**src/hdl/cae_pkg.sv**
```systemverilog
package cae_pkg;

  // ****************************************
  // Widths and constants
  // ****************************************
  localparam int unsigned ADDR_W        = 20;
  localparam int unsigned IDX_W         = 16;
  localparam logic [19:0] FULL_LEN      = 20'h00004;
  localparam logic [19:0] SHORT_LEN     = 20'h00002;
  localparam logic [19:0] PUSH_DEC      = 20'h00004;
  localparam logic [19:0] CALL_PC_ADJ   = 20'h00002;
  localparam logic [19:0] SP_RESET      = 20'h00000;
  localparam logic [19:0] PC_RESET      = 20'h00000;

  // ****************************************
  // Operations and addressing modes
  // ****************************************
  typedef enum logic [2:0]
  {
    CAE_OP_NONE,
    CAE_OP_ADDRESS_WORD_ADD,
    CAE_OP_ADDRESS_WORD_SUBTRACT,
    CAE_OP_ADDRESS_WORD_COMPARE,
    CAE_OP_MOVE,
    CAE_OP_EXTENDED_ADDRESS_PUSH,
    CAE_OP_STACK_PUSH,
    CAE_OP_ADDRESS_CALL
  } cae_op_t;

  typedef enum logic [2:0]
  {
    CAE_AM_REGISTER,
    CAE_AM_IMMEDIATE,
    CAE_AM_ABSOLUTE,
    CAE_AM_SYMBOLIC,
    CAE_AM_INDEXED,
    CAE_AM_INDIRECT,
    CAE_AM_INDIRECT_INC
  } cae_mode_t;

  localparam logic [3:0] REG_PC = 4'h0;
  localparam logic [3:0] REG_SP = 4'h1;

  // ****************************************
  // Carriers
  // ****************************************
  typedef struct packed
  {
    cae_op_t     op;
    cae_mode_t   mode;
    logic [3:0]  reg_sel;
    logic [19:0] operand;
    logic [19:0] mem_data;
  } cae_instr_t;

  typedef struct packed
  {
    logic [19:0] pc;
    logic [19:0] sp;
    logic        stack_we;
    logic [19:0] stack_addr;
    logic [19:0] stack_data;
    logic        flag_z;
    logic        flag_n;
  } cae_result_t;

endpackage : cae_pkg

```
**src/hdl/cae_idx_ext.sv**
```systemverilog
`timescale 1ns/1ps
`default_nettype none

module cae_idx_ext
#(
  parameter int unsigned IW = 16,
  parameter int unsigned OW = 20
)
(
  // Index in
  input  wire logic [IW-1:0] idx_i,
  input  wire logic          sign_en_i,
  // Extended index
  output logic      [OW-1:0] ext_o
);

  // Elaboration check: the index must be narrower than the result
  if (IW >= OW)
  begin : g_bad_width
    $error("cae_idx_ext: IW must be below OW");
  end

  assign ext_o = sign_en_i ? {{(OW-IW){idx_i[IW-1]}}, idx_i} : {{(OW-IW){1'b0}}, idx_i};

endmodule : cae_idx_ext

`default_nettype wire

```
**src/hdl/cae_core.sv**
```systemverilog
`timescale 1ns/1ps
`default_nettype none

module cae_core
  import cae_pkg::*;
(
  // Clock and reset
  input  wire logic             clk_i,
  input  wire logic             nrst_i,
  // Instruction in
  input  wire logic             valid_i,
  input  wire cae_pkg::cae_instr_t instr_i,
  // Result out
  output logic                  done_o,
  output cae_pkg::cae_result_t  res_o
);
  import cae_pkg::*;

  // ****************************************
  // Reset release
  // ****************************************
  logic rst_s1_q;
  logic rst_n_q;

  always_ff @(posedge clk_i or negedge nrst_i)
  begin
    if (!nrst_i)
    begin
      rst_s1_q <= 1'b0;
      rst_n_q  <= 1'b0;
    end
    else
    begin
      rst_s1_q <= 1'b1;
      rst_n_q  <= rst_s1_q;
    end
  end

  // ****************************************
  // Architectural state
  // ****************************************
  logic [19:0] pc_q;
  logic [19:0] sp_q;
  logic        prev_push_mem_q;

  // Current instruction uses a memory mode (neither register nor immediate)
  logic push_mem_mode;
  assign push_mem_mode = (instr_i.mode != CAE_AM_REGISTER) && (instr_i.mode != CAE_AM_IMMEDIATE);

  logic is_push;
  assign is_push = (instr_i.op == CAE_OP_STACK_PUSH) || (instr_i.op == CAE_OP_EXTENDED_ADDRESS_PUSH);

  // Index extension unit
  logic        sign_ext_en;
  logic [19:0] idx_ext;

  assign sign_ext_en = !((instr_i.reg_sel == REG_SP) && prev_push_mem_q);

  cae_idx_ext
  #(
    .IW (IDX_W),
    .OW (ADDR_W)
  )
  u_idx
  (
    .idx_i     (instr_i.operand[15:0]),
    .sign_en_i (sign_ext_en),
    .ext_o     (idx_ext)
  );

  // ****************************************
  // Execute
  // ****************************************
  cae_result_t res_d;
  logic [19:0] pc_base;
  logic [19:0] cmp_diff;

  always_comb
  begin
    res_d            = res_o;
    res_d.pc         = pc_q + FULL_LEN;
    res_d.sp         = sp_q;
    res_d.stack_we   = 1'b0;
    res_d.stack_addr = 20'h00000;
    res_d.stack_data = 20'h00000;
    pc_base          = pc_q + FULL_LEN;
    cmp_diff         = 20'h00000;
    // Immediate with PC destination sees only half the opcode
    if ((instr_i.mode == CAE_AM_IMMEDIATE) && (instr_i.reg_sel == REG_PC))
      pc_base = pc_q + SHORT_LEN;
    case (instr_i.op)
      CAE_OP_ADDRESS_WORD_ADD:
      begin
        if (instr_i.reg_sel == REG_PC)
          res_d.pc = pc_base + instr_i.operand;
      end
      CAE_OP_ADDRESS_WORD_SUBTRACT:
      begin
        if (instr_i.reg_sel == REG_PC)
          res_d.pc = pc_base - instr_i.operand;
      end
      CAE_OP_ADDRESS_WORD_COMPARE:
      begin
        cmp_diff     = ((instr_i.reg_sel == REG_PC) ? pc_base : sp_q) - instr_i.operand;
        res_d.flag_z = (cmp_diff == 20'h00000);
        res_d.flag_n = cmp_diff[19];
      end
      CAE_OP_MOVE:
      begin
        if (instr_i.reg_sel == REG_PC)
          res_d.pc = instr_i.operand;
      end
      CAE_OP_EXTENDED_ADDRESS_PUSH,
      CAE_OP_STACK_PUSH:
      begin
        res_d.stack_we   = 1'b1;
        res_d.stack_addr = sp_q - PUSH_DEC;
        res_d.stack_data = instr_i.mem_data;
        if ((instr_i.op == CAE_OP_EXTENDED_ADDRESS_PUSH)
            && (instr_i.mode == CAE_AM_INDIRECT_INC) && (instr_i.reg_sel == REG_SP))
          res_d.sp = instr_i.mem_data;
        else
          res_d.sp = sp_q - PUSH_DEC;
      end
      CAE_OP_ADDRESS_CALL:
      begin
        res_d.stack_we   = 1'b1;
        res_d.sp         = sp_q - PUSH_DEC;
        res_d.stack_addr = sp_q - PUSH_DEC;
        res_d.stack_data = pc_q + FULL_LEN;
        if ((instr_i.mode == CAE_AM_REGISTER) && (instr_i.reg_sel == REG_PC))
        begin
          res_d.stack_data = pc_q + FULL_LEN - CALL_PC_ADJ;
          res_d.pc         = pc_q;
        end
        else if (instr_i.mode == CAE_AM_INDEXED)
          res_d.pc = ((instr_i.reg_sel == REG_SP) ? sp_q : instr_i.mem_data) + idx_ext;
        else
          res_d.pc = instr_i.mem_data;
      end
      default:
      begin
        res_d.pc = pc_q;
      end
    endcase
  end

  // ****************************************
  // Registers
  // ****************************************
  always_ff @(posedge clk_i or negedge rst_n_q)
  begin
    if (!rst_n_q)
    begin
      pc_q <= PC_RESET;
      sp_q <= SP_RESET;
    end
    else if (valid_i)
    begin
      pc_q <= res_d.pc;
      sp_q <= res_d.sp;
    end
  end

  always_ff @(posedge clk_i or negedge rst_n_q)
  begin
    if (!rst_n_q)
      prev_push_mem_q <= 1'b0;
    else if (valid_i)
      prev_push_mem_q <= is_push && push_mem_mode;
  end

  always_ff @(posedge clk_i or negedge rst_n_q)
  begin
    if (!rst_n_q)
    begin
      res_o  <= '0;
      done_o <= 1'b0;
    end
    else
    begin
      done_o <= valid_i;
      if (valid_i)
        res_o <= res_d;
      else
        res_o.stack_we <= 1'b0;
    end
  end
endmodule : cae_core

`default_nettype wire

```
**config.mk**
```make
export PLATFORM = sky130hd
export DESIGN_NAME = cae_core
export DESIGN_NICKNAME = d
export VERILOG_FILES = /design/src/hdl/cae_pkg.sv /design/src/hdl/cae_idx_ext.sv /design/src/hdl/cae_core.sv
export SDC_FILE = /design/constraint.sdc
export NUM_CORES = 1
export LEC_CHECK = 0
export BUFFER_PORTS_ARGS = -buffer_cell sky130_fd_sc_hd__buf_4
export CAP_MARGIN = 20
export CORE_ASPECT_RATIO = 0.5
export CORE_MARGIN = 2
export CORE_UTILIZATION = 45
export DETAILED_ROUTE_END_ITERATION = 8
export SYNTH_ARGS = -nofsm -noshare
export SYNTH_HDL_FRONTEND = slang
export SYNTH_SLANG_ARGS = --single-unit
```
**constraint.sdc**
```tcl
create_clock -name clk_i -period 5.05 [get_ports clk_i]
set_input_delay 0.505 -clock clk_i [delete_from_list [all_inputs] [get_ports clk_i]]
set_output_delay 0.505 -clock clk_i [all_outputs]
set_load 0.02 [all_outputs]
```
==> metrics.txt <==
FF+latch area 2180 um^2; Mapped Avg Cell Area 7.48 um^2; # port buffers 136; clk_lat worst skew 0.38 ns; RSZ-0062 raised after global routing no; placed cells 1776; Async SR Flop Fraction 100%; Post-synth EDFFs 0; CTS tree yes; Hold WC Path Type flop to asynchronous set/reset pin; full die area 24500 um^2; final core occ 52.7%; critical path type flop to flop; initial antenna violation count 0; detailed-route wire length per cell 24.0 um; Worst EP required 5.32 ns; mapped cell area 10400 um^2; # rows 39; min cycle time layout 4.71 ns; CP Capture Type flop; CTS max path bufs 2; power per cell area 389 nW/um^2; Remaining DRCs 0; Synth Area in XOR/XNOR 9.22%; top layer reached by signal wires met4; share of layout cells above drive strength 1 14.9%; vias per inst 6.28; fin. max-slew vios 0; outcome completed; Resize count post-CTS 0; Worst Hold Slack 0.273 ns; Comb pwr share 62.0%; Synth Net Count 1535; Slew @ Worst Pin 0.968 ns; CTS buffer count 9; crit path launch res_o[65]$_DFFE_PN0P_; met1 WL 20200 um; Die W 219 um; Power Internal 2.29 mW; NumNets Final 1620; area grow syn2layout 14.9%; Max VDD drop 0.000243 V; GP Congestion 0.909; met2 routed WL 16500 um; Max-slew headroom 35.5%; global-route wire length before repair 64000 um; clock network power share 14.5%; Multi-input gate area 7710 um^2; period utilisation layout 93.3%; # fillers 2244; H-tree depth 3; Distinct cells, synth 82; top_reg_cell synth dfrtp_1; grt ovf 0; Detail Placement HPWL 33800 um; routed wl met3 5940 um; Psw 2.38 mW; gate count after technology mapping 1396; Core ar. 22800 um^2; Reg-to-Reg Start res_o[65]$_DFFE_PN0P_; Clock Pin Slew Worst Setup and Hold Paths 0.08 ns; Routed WL 43100 um; antenna diode count 0; CP Data Arrival Time 4.98 ns; Synth Area in Simple Gates 21.4%; Synth Area in Adders 10.6%; flops & latches, synth 87; largest net degree at the start of global routing 64; max_cap viols 0; Leak Pwr 5.24 nW; number of global-route vias before repair 10300; initial core utilization 45.9%; post-synthesis sequential area ratio 20.8%; CTS root buf clkbuf_16; Die Y 112 um; Setup violations, final 0; DR pass1 iterations 5; clock sinks 87; Seq pwr share 23.5%; CP Launch Type flop; vias 11300; Achievable Freq 212 MHz; Routed Antenna Nets 0; synth warn 0; crit path max fanout 12; sw frac 51.0%; mux cell area share after synthesis 3.34%; Tot Pwr 4.67 mW; main combinational cell family by area after synthesis compound AO/OA/AOI/OAI gates; Setup TNS 0 ns; GRT Util Overall 34.9%; complex-gate fraction of the synthesized area 29.0%; Top Ports 137; final non-filler cell total 1793; Final Hold Violating Endpoints 0; initial detailed-routing violation count 1523; Post-Route Skew 0.0195 ns
## state kept, by name, summed over array words and instances, names as in the netlist
name,cells
res_o,83
done_o,1
prev_push_mem_q,1
rst_n_q,1
rst_s1_q,1
## metal layers
layer / track usage (%) / up-vias
met3: 13.8 / 40
met4: 5.81 / 0
met2: 46.4 / 566
met5: 0 / -
met1: 52.7 / 5389
li1: - / 5272
## through the flow
stage | cell area [um^2] | setup slack (ns)
2_1_floorplan | 10400 | 0.436
4_1_cts | 12000 | 0.440
3_3_place_gp | 11700 | 0.385
5_1_grt | 12000 | 0.0179
3_5_place_dp | 11700 | 0.242
6_report | 12000 | 0.338
## final timing paths
path / to / cells past startpoint / slack (ns)
min in group clk_i: rst_n_q$_DFF_PN0_ / 0 / 0.37
worst max register to register: res_o[0]$_DFFE_PN0P_ / 18 / 0.34
max in group asynchronous: res_o[52]$_DFFE_PN0P_ / 1 / 3.56
worst min register to register: res_o[0]$_DFFE_PN0P_ / 0 / 0.27
worst min-delay path: res_o[0]$_DFFE_PN0P_ / 0 / 0.27
worst max-delay path: res_o[0]$_DFFE_PN0P_ / 18 / 0.34
## worst max-delay path, cell delays in order, from the launching register on
cell	delay, ns
dfrtp_1	0.60
ha_1	0.24
nand4_1	0.28
nor3_1	0.31
nand2_1	0.15
nor2_1	0.14
xor2_1	0.31
nand2_1	0.09
o21ai_0	0.18
ha_1	0.40
a21o_1	0.23
a21o_1	0.18
a21o_1	0.20
a221oi_1	0.37
a21oi_1	0.11
or3_1	0.30
o21ai_0	0.11
xnor2_1	0.13
mux2_2	0.28
## final cells by class
cell class / instances / area share (%)
Clock buffer: 12 / 2.05
Clock inverter: 4 / 0.240
Inverter: 66 / 2.06
Multi-Input combinational cell: 1156 / 64.2
Sequential cell: 87 / 18.2
Tap cell: 307 / 3.20
Timing Repair Buffer: 161 / 10.1
## cell usage in the layout, fill, tap and decap left out, drive strengths merged, types with 37 or more instances in the layout
master / instances
xnor2: 69
nor2: 146
buf: 160
a21oi: 130
xor2: 41
inv: 65
nand2: 149
o21ai: 98
dfrtp: 87
nor3: 37
ha: 82
## power groups by stage
stage               logic [mW]  registers [mW]  clock network, mW
global route              3.14            1.11              0.708
finish                    2.89            1.09              0.676
floorplan                 1.83            1.11                  0
detailed placement        2.80            1.10                  0
global placement          2.78            1.09                  0
CTS                       2.82            1.08              0.686
## Yosys cell counts, drive strengths merged (21+ instances only)
cell / n / area share [%]
dfrtp: 87 / 21
a221oi: 25 / 2.2
mux2: 23 / 2.5
nor3: 37 / 1.9
nand3: 29 / 1.4
xor2: 41 / 3.4
a22o: 21 / 1.8
xnor2: 69 / 5.8
nand2: 149 / 5.4
a21oi: 130 / 6.3
clkbuf: 70 / 2.5
inv: 64 / 2.3
o21ai: 98 / 4.7
ha: 82 / 9.8
a21o: 21 / 1.5
nor2: 146 / 5.2
## cells by family after synthesis
group	Yosys count
and+or+nand+nor	473
AOI/OAI and AO/OA	454
buffers and inverters	153
xor gates and xnor gates	110
DFF	87
adders and majority gates	86
muxes	32
other	1
## repair_timing
action / 4_1_cts / 5_1_grt
hold buffers: 1 / 0
setup buffers: 0 / 0
hold endpoints to repair: 2 / 0
(Power assumes the default switching activity.)
